## src/verilog/fir_cfg_pkg.sv

```systemverilog
// Shared constants and types for the equaliser configuration and gain trim block
package fir_cfg_pkg;

   // -----------------------------------------------------------------
   // Register indices (byte address is four times the index)
   // -----------------------------------------------------------------
   localparam int           IDX_W                = 12;
   localparam logic [11:0]  IDX_GAIN_A0_DUAL     = 12'h350;
   localparam logic [11:0]  IDX_GAIN_A1_DUAL     = 12'h351;
   localparam logic [11:0]  IDX_GAIN_B0_DUAL     = 12'h352;
   localparam logic [11:0]  IDX_GAIN_B1_DUAL     = 12'h353;
   localparam logic [11:0]  IDX_GAIN_A0_SINGLE   = 12'h354;
   localparam logic [11:0]  IDX_GAIN_A1_SINGLE   = 12'h355;
   localparam logic [11:0]  IDX_GAIN_B0_SINGLE   = 12'h356;
   localparam logic [11:0]  IDX_GAIN_B1_SINGLE   = 12'h357;
   localparam logic [11:0]  IDX_FILTER_CFG       = 12'h400;
   localparam logic [11:0]  IDX_COEFF_A_FIRST    = 12'h418;
   localparam logic [11:0]  IDX_COEFF_B_FIRST    = 12'h480;
   localparam logic [11:0]  IDX_STATUS           = 12'h4F0;

   // -----------------------------------------------------------------
   // Field layouts and reset values
   // -----------------------------------------------------------------
   localparam int           TRIM_W               = 5;
   localparam int           TRIM_COUNT           = 8;
   localparam logic [4:0]   TRIM_RESET           = 5'h00;
   localparam int           CFG_SHARE_BIT        = 6;
   localparam int           CFG_MERGE_BIT        = 5;
   localparam int           CFG_SCW_LSB          = 2;
   localparam int           CFG_SCW_MSB          = 4;
   localparam int           CFG_MODE_LSB         = 0;
   localparam int           CFG_MODE_MSB         = 1;
   localparam logic [7:0]   CFG_RESET            = 8'h00;
   localparam logic [6:0]   CFG_WRITE_MASK       = 7'h7F;
   localparam logic [1:0]   MODE_OFF             = 2'h0;
   localparam logic [1:0]   MODE_ON              = 2'h2;
   localparam logic [4:0]   SCW_BASE             = 5'h10;
   localparam int           COEFF_W              = 12;
   localparam logic [11:0]  COEFF_RESET          = 12'h000;
   localparam int           STAT_LINK_BIT        = 0;
   localparam int           STAT_ACTIVE_BIT      = 1;
   localparam int           STAT_WR_LINKED_BIT   = 2;
   localparam int           STAT_FUSE_DONE_BIT   = 3;
   localparam logic [1:0]   FUSE_SETTLE          = 2'h2;

   typedef enum logic [2:0] {
      LOAD_SYNC = 3'b001,
      LOAD_TAKE = 3'b010,
      LOAD_DONE = 3'b100
   } fuse_state_t;

endpackage

```

## src/verilog/trim_if.sv

```systemverilog
// Carrier between the register logic and the gain trim storage
`timescale 1ns/1ps
interface trim_if;
   import fir_cfg_pkg::*;
   logic                                 wr_stb;
   logic [2:0]                           wr_idx;
   logic [TRIM_W-1:0]                    wr_data;
   logic                                 load_stb;
   logic [TRIM_COUNT-1:0][TRIM_W-1:0]    fuse_word;
   logic [TRIM_COUNT-1:0][TRIM_W-1:0]    trim;

   modport ctrl (output wr_stb, output wr_idx, output wr_data, output load_stb, output fuse_word, input trim);
   modport bank (input wr_stb, input wr_idx, input wr_data, input load_stb, input fuse_word, output trim);
endinterface

```

## src/verilog/gain_trim_bank.sv

```systemverilog
// Eight fine gain trim values: dual set in entries 0..3, single set in 4..7
`timescale 1ns/1ps
module gain_trim_bank
   import fir_cfg_pkg::*;
(
   input  wire logic  mclk,
   input  wire logic  rstn,
   trim_if.bank       tb
);

   genvar i;
   generate
      for (i = 0; i < TRIM_COUNT; i++) begin : g_trim
         logic [TRIM_W-1:0] trim_ff;
         // Fuse load happens once after reset, before software may write
         always_ff @(posedge mclk or negedge rstn) begin
            if (!rstn) begin
               trim_ff <= TRIM_RESET;
            end else if (tb.load_stb) begin
               trim_ff <= tb.fuse_word[i];
            end else if (tb.wr_stb && (tb.wr_idx == 3'(i))) begin
               trim_ff <= tb.wr_data;
            end
         end
         assign tb.trim[i] = trim_ff;
      end
   endgenerate

endmodule

```

## src/verilog/equaliser_stage.sv

```systemverilog
// One channel of the equaliser: unity centre tap plus one weighted side tap
`timescale 1ns/1ps
module equaliser_stage
   import fir_cfg_pkg::*;
#(
   parameter int DATA_W = 12
)(
   input  wire logic                        mclk,
   input  wire logic                        rstn,
   input  wire logic signed [DATA_W-1:0]    sample_cur,
   input  wire logic signed [DATA_W-1:0]    sample_prev,
   input  wire logic signed [COEFF_W-1:0]   coeff,
   input  wire logic [2:0]                  scw,
   input  wire logic                        enable,
   output logic signed [DATA_W+1:0]         sample_out
);

   localparam int PROD_W = DATA_W + COEFF_W;
   localparam int OUT_W  = DATA_W + 2;

   logic signed [PROD_W-1:0] product;
   logic signed [PROD_W-1:0] scaled;
   logic [4:0]               shift_amt;
   logic signed [OUT_W-1:0]  cur_ext;
   logic signed [OUT_W-1:0]  filtered;
   logic signed [OUT_W-1:0]  sample_out_ff;

   // Side tap LSB weight is 2^(scw-16); codes above 6 are not legal
   assign product   = sample_prev * coeff;
   assign shift_amt = SCW_BASE - {2'b00, scw};
   assign scaled    = product >>> shift_amt;
   assign cur_ext   = OUT_W'(sample_cur);
   // Two guard bits keep the sum from wrapping for every legal weight
   assign filtered  = cur_ext + OUT_W'(scaled);

   always_ff @(posedge mclk or negedge rstn) begin
      if (!rstn) begin
         sample_out_ff <= '0;
      end else begin
         sample_out_ff <= enable ? filtered : cur_ext;
      end
   end

   assign sample_out = sample_out_ff;

endmodule

```

## src/verilog/fir_config_and_gain_trim.sv

```systemverilog
// Equaliser configuration, coefficient and fine gain trim registers behind APB
//
// Our own choice: the APB slave port.
`timescale 1ns/1ps
module fir_config_and_gain_trim
   import fir_cfg_pkg::*;
#(
   parameter int ADDR_W = 16,
   parameter int DATA_W = 12
)(
   input  wire logic                               mclk,
   input  wire logic                               rstn,
   input  wire logic                               psel,
   input  wire logic                               penable,
   input  wire logic                               pwrite,
   input  wire logic [ADDR_W-1:0]                  paddr,
   input  wire logic [31:0]                        pwdata,
   input  wire logic [3:0]                         pstrb,
   output logic [31:0]                             prdata,
   output logic                                    pready,
   output logic                                    pslverr,
   input  wire logic [TRIM_COUNT*TRIM_W-1:0]       fuse_trim,
   input  wire logic                               serial_link_enable,
   input  wire logic signed [DATA_W-1:0]           sample_a_in,
   input  wire logic signed [DATA_W-1:0]           sample_b_in,
   output logic signed [DATA_W+1:0]                sample_a_out,
   output logic signed [DATA_W+1:0]                sample_b_out,
   output logic [TRIM_COUNT*TRIM_W-1:0]            gain_trim,
   output logic                                    filter_active
);

   // -----------------------------------------------------------------
   // Declarations
   // -----------------------------------------------------------------
   trim_if tb ();

   logic                                 link_meta_ff;
   logic                                 link_sync_ff;
   logic [TRIM_COUNT*TRIM_W-1:0]         fuse_meta_ff;
   logic [TRIM_COUNT*TRIM_W-1:0]         fuse_sync_ff;
   fuse_state_t                          fuse_state_ff;
   fuse_state_t                          nxt_fuse_state;
   logic [1:0]                           settle_cnt_ff;

   logic [7:0]                           cfg_ff;
   logic [COEFF_W-1:0]                   coeff_a_ff;
   logic [COEFF_W-1:0]                   coeff_b_ff;
   logic                                 wr_linked_ff;
   logic                                 filter_active_ff;
   logic signed [DATA_W-1:0]             a_prev_ff;
   logic signed [DATA_W-1:0]             b_prev_ff;

   logic                                 pready_ff;
   logic                                 pslverr_ff;
   logic [31:0]                          prdata_ff;

   logic [IDX_W-1:0]                     idx;
   logic                                 aligned;
   logic                                 is_trim;
   logic                                 is_cfg;
   logic                                 is_coeff_a;
   logic                                 is_coeff_b;
   logic                                 is_status;
   logic                                 mapped;
   logic                                 access;
   logic                                 commit_wr;
   logic                                 lane0;
   logic                                 lane1;
   logic [31:0]                          rd_value;
   logic [1:0]                           mode;
   logic [2:0]                           scw;
   logic                                 share;
   logic                                 merge;
   logic signed [DATA_W-1:0]             prev_for_a;
   logic signed [DATA_W-1:0]             prev_for_b;
   logic signed [COEFF_W-1:0]            coeff_for_b;

   // -----------------------------------------------------------------
   // Input synchronisers
   // -----------------------------------------------------------------
   always_ff @(posedge mclk or negedge rstn) begin
      if (!rstn) begin
         link_meta_ff <= 1'b0;
         link_sync_ff <= 1'b0;
      end else begin
         link_meta_ff <= serial_link_enable;
         link_sync_ff <= link_meta_ff;
      end
   end

   // Fuse outputs are static, but they still cross in from outside
   always_ff @(posedge mclk or negedge rstn) begin
      if (!rstn) begin
         fuse_meta_ff <= '0;
         fuse_sync_ff <= '0;
      end else begin
         fuse_meta_ff <= fuse_trim;
         fuse_sync_ff <= fuse_meta_ff;
      end
   end

   // -----------------------------------------------------------------
   // Fuse default load after reset release
   // -----------------------------------------------------------------
   always_comb begin
      nxt_fuse_state = fuse_state_ff;
      case (fuse_state_ff)
         LOAD_SYNC: begin
            if (settle_cnt_ff == FUSE_SETTLE) begin
               nxt_fuse_state = LOAD_TAKE;
            end
         end
         LOAD_TAKE: nxt_fuse_state = LOAD_DONE;
         LOAD_DONE: nxt_fuse_state = LOAD_DONE;
         default:   nxt_fuse_state = LOAD_SYNC;
      endcase
   end

   always_ff @(posedge mclk or negedge rstn) begin
      if (!rstn) begin
         fuse_state_ff <= LOAD_SYNC;
      end else begin
         fuse_state_ff <= nxt_fuse_state;
      end
   end

   always_ff @(posedge mclk or negedge rstn) begin
      if (!rstn) begin
         settle_cnt_ff <= '0;
      end else if (fuse_state_ff == LOAD_SYNC) begin
         settle_cnt_ff <= settle_cnt_ff + 2'h1;
      end
   end

   assign tb.load_stb  = (fuse_state_ff == LOAD_TAKE);
   assign tb.fuse_word = fuse_sync_ff;

   // -----------------------------------------------------------------
   // APB decode
   // -----------------------------------------------------------------
   assign idx        = paddr[IDX_W+1:2];
   assign aligned    = (paddr[1:0] == 2'b00) && (paddr[ADDR_W-1:IDX_W+2] == '0);
   assign is_trim    = aligned && (idx >= IDX_GAIN_A0_DUAL) && (idx <= IDX_GAIN_B1_SINGLE);
   assign is_cfg     = aligned && (idx == IDX_FILTER_CFG);
   assign is_coeff_a = aligned && (idx == IDX_COEFF_A_FIRST);
   assign is_coeff_b = aligned && (idx == IDX_COEFF_B_FIRST);
   assign is_status  = aligned && (idx == IDX_STATUS);
   assign mapped     = is_trim || is_cfg || is_coeff_a || is_coeff_b || is_status;

   // One wait state: pready rises on the second access cycle
   assign access    = psel && penable && !pready_ff;
   assign commit_wr = psel && penable && pready_ff && pwrite && !pslverr_ff;
   assign lane0     = pstrb[0];
   assign lane1     = pstrb[1];

   always_ff @(posedge mclk or negedge rstn) begin
      if (!rstn) begin
         pready_ff  <= 1'b0;
         pslverr_ff <= 1'b0;
      end else begin
         pready_ff  <= access;
         pslverr_ff <= access && !mapped;
      end
   end

   // -----------------------------------------------------------------
   // Register writes
   // -----------------------------------------------------------------
   // Trim writes during the fuse load are dropped so the defaults are not torn
   assign tb.wr_stb  = commit_wr && is_trim && lane0 && (fuse_state_ff == LOAD_DONE);
   assign tb.wr_idx  = idx[2:0];
   assign tb.wr_data = pwdata[TRIM_W-1:0];

   always_ff @(posedge mclk or negedge rstn) begin
      if (!rstn) begin
         cfg_ff <= CFG_RESET;
      end else if (commit_wr && is_cfg && lane0) begin
         cfg_ff <= {1'b0, pwdata[6:0] & CFG_WRITE_MASK};
      end
   end

   always_ff @(posedge mclk or negedge rstn) begin
      if (!rstn) begin
         coeff_a_ff <= COEFF_RESET;
      end else if (commit_wr && is_coeff_a) begin
         if (lane0) begin
            coeff_a_ff[7:0] <= pwdata[7:0];
         end
         if (lane1) begin
            coeff_a_ff[COEFF_W-1:8] <= pwdata[COEFF_W-1:8];
         end
      end
   end

   always_ff @(posedge mclk or negedge rstn) begin
      if (!rstn) begin
         coeff_b_ff <= COEFF_RESET;
      end else if (commit_wr && is_coeff_b) begin
         if (lane0) begin
            coeff_b_ff[7:0] <= pwdata[7:0];
         end
         if (lane1) begin
            coeff_b_ff[COEFF_W-1:8] <= pwdata[COEFF_W-1:8];
         end
      end
   end

   // Sticky flag: a filter setting changed while the link ran; set beats clear
   always_ff @(posedge mclk or negedge rstn) begin
      if (!rstn) begin
         wr_linked_ff <= 1'b0;
      end else if (commit_wr && link_sync_ff && (is_trim || is_cfg || is_coeff_a || is_coeff_b)) begin
         wr_linked_ff <= 1'b1;
      end else if (commit_wr && is_status && lane0 && pwdata[STAT_WR_LINKED_BIT]) begin
         wr_linked_ff <= 1'b0;
      end
   end

   // -----------------------------------------------------------------
   // Register reads
   // -----------------------------------------------------------------
   always_comb begin
      rd_value = 32'h0000_0000;
      if (is_trim) begin
         rd_value[TRIM_W-1:0] = tb.trim[idx[2:0]];
      end else if (is_cfg) begin
         rd_value[7:0] = cfg_ff;
      end else if (is_coeff_a) begin
         rd_value[COEFF_W-2:0] = coeff_a_ff[COEFF_W-2:0];
      end else if (is_coeff_b) begin
         rd_value[COEFF_W-2:0] = coeff_b_ff[COEFF_W-2:0];
      end else if (is_status) begin
         rd_value[STAT_LINK_BIT]      = link_sync_ff;
         rd_value[STAT_ACTIVE_BIT]    = filter_active_ff;
         rd_value[STAT_WR_LINKED_BIT] = wr_linked_ff;
         rd_value[STAT_FUSE_DONE_BIT] = (fuse_state_ff == LOAD_DONE);
      end
   end

   always_ff @(posedge mclk or negedge rstn) begin
      if (!rstn) begin
         prdata_ff <= 32'h0000_0000;
      end else if (access) begin
         prdata_ff <= pwrite ? 32'h0000_0000 : rd_value;
      end
   end

   // -----------------------------------------------------------------
   // Filter steering
   // -----------------------------------------------------------------
   assign mode  = cfg_ff[CFG_MODE_MSB:CFG_MODE_LSB];
   assign scw   = cfg_ff[CFG_SCW_MSB:CFG_SCW_LSB];
   assign share = cfg_ff[CFG_SHARE_BIT];
   assign merge = cfg_ff[CFG_MERGE_BIT];

   // Reserved mode codes fall back to bypass
   always_ff @(posedge mclk or negedge rstn) begin
      if (!rstn) begin
         filter_active_ff <= 1'b0;
      end else begin
         filter_active_ff <= (mode == MODE_ON);
      end
   end

   always_ff @(posedge mclk or negedge rstn) begin
      if (!rstn) begin
         a_prev_ff <= '0;
         b_prev_ff <= '0;
      end else begin
         a_prev_ff <= sample_a_in;
         b_prev_ff <= sample_b_in;
      end
   end

   // Merged stream order per cycle is A then B, so each sees the other as its predecessor
   assign prev_for_a  = merge ? b_prev_ff : a_prev_ff;
   assign prev_for_b  = merge ? sample_a_in : b_prev_ff;
   assign coeff_for_b = share ? coeff_a_ff : coeff_b_ff;

   // -----------------------------------------------------------------
   // Instances
   // -----------------------------------------------------------------
   gain_trim_bank u_trim (
      .mclk (mclk),
      .rstn (rstn),
      .tb   (tb.bank)
   );

   equaliser_stage #(.DATA_W(DATA_W)) u_stage_a (
      .mclk        (mclk),
      .rstn        (rstn),
      .sample_cur  (sample_a_in),
      .sample_prev (prev_for_a),
      .coeff       (coeff_a_ff),
      .scw         (scw),
      .enable      (filter_active_ff),
      .sample_out  (sample_a_out)
   );

   equaliser_stage #(.DATA_W(DATA_W)) u_stage_b (
      .mclk        (mclk),
      .rstn        (rstn),
      .sample_cur  (sample_b_in),
      .sample_prev (prev_for_b),
      .coeff       (coeff_for_b),
      .scw         (scw),
      .enable      (filter_active_ff),
      .sample_out  (sample_b_out)
   );

   // -----------------------------------------------------------------
   // Outputs
   // -----------------------------------------------------------------
   assign prdata        = prdata_ff;
   assign pready        = pready_ff;
   assign pslverr       = pslverr_ff;
   assign gain_trim     = tb.trim;
   assign filter_active = filter_active_ff;

endmodule

```

## config.mk

```make
export PLATFORM = sky130hd
export DESIGN_NAME = fir_config_and_gain_trim
export DESIGN_NICKNAME = d
export VERILOG_FILES = /design/src/verilog/fir_cfg_pkg.sv /design/src/verilog/trim_if.sv /design/src/verilog/gain_trim_bank.sv /design/src/verilog/equaliser_stage.sv /design/src/verilog/fir_config_and_gain_trim.sv
export SDC_FILE = /design/constraint.sdc
export NUM_CORES = 1
export LEC_CHECK = 0
export ABC_AREA = 1
export BUFFER_PORTS_ARGS = -buffer_cell sky130_fd_sc_hd__buf_2
export CAP_MARGIN = 20
export CORE_MARGIN = 4
export CORE_UTILIZATION = 62
export CTS_CLUSTER_SIZE = 25
export DETAILED_ROUTE_END_ITERATION = 8
export GPL_TIMING_DRIVEN = 0
export PLACE_DENSITY = 0.89
export SLEW_MARGIN = 40
export SYNTH_ARGS = -nofsm -noshare
export SYNTH_HDL_FRONTEND = slang
export SYNTH_SLANG_ARGS = --single-unit
```

## constraint.sdc

```tcl
create_clock -name mclk -period 9.9 [get_ports mclk]
set_input_delay 1.98 -clock mclk [delete_from_list [all_inputs] [get_ports mclk]]
set_output_delay 1.98 -clock mclk [all_outputs]
set_load 0.005 [all_outputs]
```

==> results of run 1 <==
==> worst register-to-register path: cells and delay by family (launching register included) <==
kind                       cells  cell delay [ps]
AOI/OAI and AO/OA              7             1320
DFF                            1              320
buffers and inverters          9             1580
and+or+nand+nor               26             2470
adders and majority gates      8             3450
==> kinds of logic after synthesis <==
group                    Yosys count  share of synthesized area
flip-flops                       225                      0.238
adder cells (fa/ha/maj)          409                      0.304
buffers and inverters            697                      0.115
XOR/XNOR                          41                     0.0158
AND/OR/NAND/NOR                 1266                      0.235
multiplexers                       2                   0.000846
AO/OA/AOI/OAI                    375                     0.0913
other                              1                   0.000158
==> repair_timing <==
action | in CTS | in global routing
endpoints found under the setup margin | 1 | 4
resized for setup | 1 | 24
pin swaps | 0 | 0
==> cell type report <==
type                    instances  area share
repair buffers                183      0.0378
multi-input cells            2114       0.589
flip-flops and latches        225       0.214
diodes                          1   0.0000953
clock inverters                12     0.00667
inverters                     592      0.0847
clock buffers                  30      0.0241
plain buffers                 105      0.0191
well taps                     511      0.0243
==> layout by cell type (no fill, tap or decap), drive strengths merged, types with 8 or more instances in the layout <==
cell type  instances
or2               30
nor3              20
a21oi             84
o21ai            166
a32o               8
nand4             20
conb              21
nand2            716
inv              583
buf              232
fa               278
nor2             247
nand3            219
clkinv            15
dfrtp            224
xnor2             19
ha               131
o22ai             19
xor2              22
clkbuf            86
a31oi             53
==> final timing paths <==
check,start,to,slack [ps],cells after the start
worst max-delay path,sample_a_in[8],u_stage_b.sample_out[12],480,49
worst min-delay path,fuse_meta_ff[30],fuse_sync_ff[30],330,0
worst max register to register,cfg_ff[6],u_stage_b.sample_out[12],620,50
worst min register to register,fuse_meta_ff[30],fuse_sync_ff[30],330,0
max in group asynchronous,rstn,fuse_state_ff[0],7560,3
min in group asynchronous,rstn,fuse_meta_ff[16],1350,1
==> layer usage <==
layer | routed length, µm | track usage | up-vias
met5 | 8 | 0 | -
met2 | 35000 | 0.597 | 1493
met1 | 27800 | 0.480 | 10599
li1 | - | - | 9818
met3 | 8570 | 0.0739 | 307
met4 | 3740 | 0.149 | 2
==> through the flow <==
step	TNS, ps	instance area, µm²	setup slack, ps	hold WS, ps
global placement	-776	25300	-438	333
global route	0	26300	20.0	340
CTS	0	26200	9.89	342
floorplan	0	23700	980	331
detailed placement	-1180	25400	-559	335
finish	0	26300	478	335
==> state kept, by name, summed over array words and instances, names as in the netlist, 2 cells and up <==
signal / flops
settle_cnt_ff: 2
b_prev_ff: 12
fuse_state_ff: 3
u_stage_a.sample_out: 14
coeff_b_ff: 12
u_trim.g_trim.trim_ff: 40
cfg_ff: 7
a_prev_ff: 12
prdata: 11
fuse_meta_ff: 40
coeff_a_ff: 12
fuse_sync_ff: 40
u_stage_b.sample_out: 14
==> where the power goes <==
part | internal, µW | total (µW) | switching, µW | leakage [µW]
Combinational | 59.1 | 179 | 120 | 0.0107
Sequential | 956 | 978 | 22.7 | 0.00269
Clock | 539 | 927 | 387 | 0.000385
==> run summary, run 1 <==
Die area: 41400 µm²
Port-buffer cells: 180
Fin. Hold Viols: 0
Status: completed
CTS tree: built
Multi-input logic area: 15500 µm²
Rel. slew slack: 0.338
CTS Hold Bufs: 0
Global-route wire length before repair: 120 mm
Register area share after synthesis: 0.238
WP data arrival: 9830 ps
Cell Rows: 71
Largest net degree at the start of global routing: 62
Total power: 2080 µW
Clock sink count: 225
#FFs+latches synth: 225
Post-synth EDFFs: 0
Vias post-DR: 22.2k
Synth top area share: 0.237
Slowest-stage cell, CP: fa_1
Final nets: 3775
Root Driver: clkbuf_16
Total CTS buffers: 23
Ports: 225
Remaining Overflow, GRT: 0
Worst Hold Class: flop to flop
DIE WIDTH: 203 µm
RePlAce Congestion: 1.07
Layout Skew: 25.2 ps
Max-Cap Viols: 0
Layout Area Growth over Synthesis: 11.0%
Post-DRT Antenna Nets: 0
Initial core utilization: 0.628
Clock Latency Late Sink: 540 ps
Final worst-path cycle share: 0.952
CP bufs+invs: 8
Post-DP HPWL: 60.4 mm
Leading area contributor after synthesis: dfrtp_1
Critical path's largest stage delay: 520 ps
Clock Pin Slew Worst Setup and Hold Paths: 70 ps
Avg Inst Size Synth: 7.85 µm²
CTS max path bufs: 3
Crit path capture type: flop
# setup viols final: 0
Post-synth top cells: nand2_1 (689), inv_1 (557), fa_1 (278), nor2_1 (233), dfrtp_1 (224)
Die height: 203 µm
DP Cell Count: 3730
Synth top area cells: dfrtp_1 (24%), fa_1 (24%), nand2_1 (11%)
Crit path max fanout: 10
FF+latch area: 5630 µm²
All-Layer GR Usage: 0.364
Max Clk Rate: 106 MHz
Max Slew Vio Count: 0
Worst VDD drop: 0.177 mV
Initial antenna violation count: 2
Startpoint Class: input pin
Post-Layout Cell Count: 3773
# DRC: 0
DRT iter0 DRCs: 2495
Synth unique cells: 62
Vias in the first global route: 22.8k
Worst-Margin Slew: 987 ps
Core Util, Final: 0.697
DRT Pass-1 Iters: 6
Syn. warnings: 0
Async SR Flop Fraction: 1.00
CP Data Required Time: 10310 ps
Power Density: 79.4 nW/µm²
Setup Buffers After CTS: 0
Most common cell in the netlist: nand2_1
Gate Count Post-Synth: 3016
CP dominant cell by count: nand2_1
CP top delay family: adder cells
Routed vias/inst: 5.89
RSZ-0062 raised after global routing: false
WS Path Type: input pin to flop
Wirelength, routed: 75.1 mm
H-tree Lvls: 1
Final min period: 9420 ps
Core footprint: 37700 µm²
Fillers: 3011
Pleak: 0.0138 µW
Synth Flop Type: dfrtp_1
Share of cells above drive strength 1: 0.126
Cell Area, Synth: 23700 µm²
Per-cell routed wire length: 19.9 µm
Power figures use the tool's default switching activity.
==> inputs of run 2 (changes only) <==
--- a/config.mk
+++ b/config.mk
@@ -5,7 +5,6 @@
 export SDC_FILE = /design/constraint.sdc
 export NUM_CORES = 1
 export LEC_CHECK = 0
-export ABC_AREA = 1
 export BUFFER_PORTS_ARGS = -buffer_cell sky130_fd_sc_hd__buf_2
 export CAP_MARGIN = 20
 export CORE_MARGIN = 4
==> run summary, run 2 <==
Status: completed
Cell Area, Synth: 23400 µm² (-1.2%)
Switching Fraction: 0.253 (-0.00109)
Post-synth top cells: inv_1 (368), nand2_1 (326), fa_1 (278), dfrtp_1 (224), nor2_1 (143)
Crit path max fanout: 10 (unchanged)
Final min period: 9710 ps (+289 ps)
Met2 GRT Util: 0.613 (+0.0162)
Total CTS buffers: 25 (+8.7%)
Per-cell routed wire length: 23.9 µm (+20%)
Clock power share: 0.469 (+0.024)
Leading area contributor after synthesis: dfrtp_1
Slowest-stage cell, CP: o41a_1
Final worst-path cycle share: 0.981 (+0.0292)
All-Layer GR Usage: 0.371 (+0.00700)
Most common cell in the netlist: inv_1
Post-synth EDFFs: 0 (unchanged)
CTS max path bufs: 3 (unchanged)
Avg Inst Size Synth: 9.47 µm² (+21%)
Core footprint: 36900 µm² (-2.1%)
Share of cells above drive strength 1: 0.172 (+0.0456)
CTS tree: built
Rel. slew slack: 0.405 (+0.0669)
Post-DRT Antenna Nets: 0 (unchanged)
Gate Count Post-Synth: 2470 (-18%)
Initial antenna violation count: 2 (unchanged)
Fillers: 2569 (-15%)
CP bufs+invs: 5 (-3)
DRT Pass-1 Iters: 6 (unchanged)
WP data arrival: 10150 ps (+320 ps)
Final nets: 3233 (-14%)
Clock Pin Slew Worst Setup and Hold Paths: 60 ps (about the same)
Async SR Flop Fraction: 1.00 (unchanged)
Fin. Hold Viols: 0 (unchanged)
Vias in the first global route: 21.3k (-6.4%)
Port-buffer cells: 177 (-1.7%)
Worst VDD drop: 0.182 mV (+2.8%)
Clock Latency Late Sink: 570 ps (+30 ps)
# setup viols final: 0 (unchanged)
Crit path capture type: flop
Sw power: 556 µW (+4.9%)
# DRC: 0 (unchanged)
Grt met1 use: 0.478 (-0.00196)
Max-Cap Viols: 0 (unchanged)
Max Clk Rate: 103 MHz (-3.0%)
Register area share after synthesis: 0.241 (+0.00288)
Initial core utilization: 0.634 (+0.00585)
WS Path Type: flop to flop
H-tree Lvls: 1 (unchanged)
Max Slew Vio Count: 0 (unchanged)
Clock sink count: 225 (unchanged)
Register share of total power: 0.446 (-0.023)
Worst Hold Class: flop to flop
GR peak layer: met2
#FFs+latches synth: 225 (unchanged)
Startpoint Class: flop
Worst-Margin Slew: 887 ps (-100 ps)
Post-DP HPWL: 59.9 mm (-0.80%)
DIE WIDTH: 202 µm (-0.58%)
Largest net degree at the start of global routing: 76 (+23%)
Routed vias/inst: 6.27 (+6.4%)
Die area: 40900 µm² (-1.1%)
CP Data Required Time: 10340 ps (+30 ps)
Die height: 202 µm (-0.58%)
Synth top area cells: dfrtp_1 (24%), fa_1 (24%), ha_1 (7.0%)
Wirelength, routed: 77.0 mm (+2.5%)
Ports: 225 (unchanged)
Synth top area share: 0.240 (+0.00286)
Layout Area Growth over Synthesis: 13.2%
Syn. warnings: 0 (unchanged)
Power Density: 82.9 nW/µm² (+4.5%)
Layout Skew: 13.6 ps (-11.6 ps)
Synth Flop Type: dfrtp_1
Root Driver: clkbuf_16
Cell Rows: 70 (-1.4%)
Remaining Overflow, GRT: 0 (unchanged)
Commonest non-fill, non-tap cell in the layout: inv_1
WHS: 347 ps (+12.9 ps)
RSZ-0062 raised after global routing: true
Top flop regs: fuse_meta_ff: 40 flops, fuse_sync_ff: 40 flops, u_trim.g_trim.trim_ff: 40 flops
Vias post-DR: 20.2k (-9.0%)
Pleak: 0.0130 µW (-5.7%)
Most frequent cells in the layout: inv_1 (367), nand2_1 (325), fa_1 (277), dfrtp_1 (223), buf_2 (181)
Critical path's largest stage delay: 530 ps (about the same)
CP top delay family: compound AO/OA/AOI/OAI gates
Internal: 1640 µW (+5.5%)
Met3 GRT Util: 0.0587 (-0.0152)
Synth unique cells: 81 (+31%)
CP dominant cell by count: fa_1
Gate power share: 0.085 (about the same)
RePlAce Congestion: 1.02 (-4.7%)
CTS Hold Bufs: 0 (unchanged)
Global-route wire length before repair: 119 mm (-0.75%)
Core Util, Final: 0.718 (+0.0205)
DRT iter0 DRCs: 2152 (-14%)
[run 2: changes by cell type in the layout (fill, tap and decap cells not counted), moves of 47 or more]
| cell | previous run | this run |
|---|---|---|
| mux2_2 | 0 | 80 |
| and2_1 | 5 | 63 |
| inv_1 | 557 | 367 |
| nand2_1 | 688 | 325 |
| mux2i_1 | 2 | 49 |
| nor2_1 | 230 | 142 |
| a31oi_1 | 53 | 4 |
| nand3_1 | 199 | 23 |
[run 2: power groups by stage]
stage / Sequential, µW / Clock (µW) / Combinational, µW
6_report: 980 / 1030 / 186
5_1_grt: 981 / 1070 / 198
4_1_cts: 978 / 1030 / 177
3_5_place_dp: 994 / 0 / 173
3_3_place_gp: 992 / 0 / 162
2_1_floorplan: 986 / 0 / 70.4
[run 2: routing by layer]
metal  share of wire  vias to the layer above  routed length (µm)
met4           0.068                        0                5200
li1                -                     8562                   -
met1            0.37                    10047               28400
met3           0.089                      341                6830
met5               0                        -                   0
met2            0.47                     1261               36500
[run 2: worst paths after layout]
path                             startpoint                       end  slack [ps]  depth (start not counted)
max                               cfg_ff[5]  u_stage_a.sample_out[13]         190                         31
min                        fuse_meta_ff[14]          fuse_sync_ff[14]         350                          0
max reg2reg                       cfg_ff[5]  u_stage_a.sample_out[13]         190                         31
min reg2reg                fuse_meta_ff[14]          fuse_sync_ff[14]         350                          0
max in group asynchronous              rstn              a_prev_ff[3]        7240                          4
min in group asynchronous              rstn          fuse_meta_ff[30]        1270                          1
[run 2: final cells by class]
| class | instances | area [µm²] | area share |
|---|---|---|---|
| clock inverters | 16 | 234 | 0.00884 |
| plain buffers | 118 | 557 | 0.0210 |
| inverters | 368 | 1380 | 0.0522 |
| flip-flops and latches | 225 | 5630 | 0.213 |
| well taps | 504 | 631 | 0.0238 |
| multi-input cells | 1769 | 16300 | 0.615 |
| diodes | 1 | 2.50 | 0.0000945 |
| repair buffers | 195 | 1100 | 0.0414 |
| clock buffers | 30 | 664 | 0.0251 |
[run 2: kinds of logic after synthesis]
kind of cell | synth area share
muxes | 0.0928
buffers and inverters | 0.0836
AOI/OAI and AO/OA | 0.116
other | 0.000160
xor gates and xnor gates | 0.0253
and+or+nand+nor | 0.133
DFF | 0.241
adders and majority gates | 0.308
[run 2: repair_timing]
| item | in CTS | in global routing |
|---|---|---|
| setup buffers | 3 | 12 |
| pin swaps | 4 | 10 |
| endpoints found under the setup margin | 20 | 8 |
| resized for setup | 41 | 62 |
[run 2: worst register-to-register path: cells and delay by family, from the launching register on]
family,cells,cell delay (ps)
and+or+nand+nor,2,510
AOI/OAI and AO/OA,13,3470
xor gates and xnor gates,1,160
DFF,1,510
adders and majority gates,7,3130
buffers and inverters,5,540
muxes,3,1260
[run 2: per-stage QoR]
stage | total power (µW) | area (µm²) | setup WS [ps] | instances | TNS [ps]
after floorplan | 1060 | 23500 | 67.0 | 2490 | 0
after global placement | 1150 | 25000 | -1880 | 3171 | -13340
after detailed placement | 1170 | 25100 | -1790 | 3174 | -16050
after CTS | 2190 | 26100 | 10.5 | 3216 | 0
after global routing | 2250 | 26500 | -31.6 | 3225 | -46.3
final | 2200 | 26500 | 189 | 3226 | 0
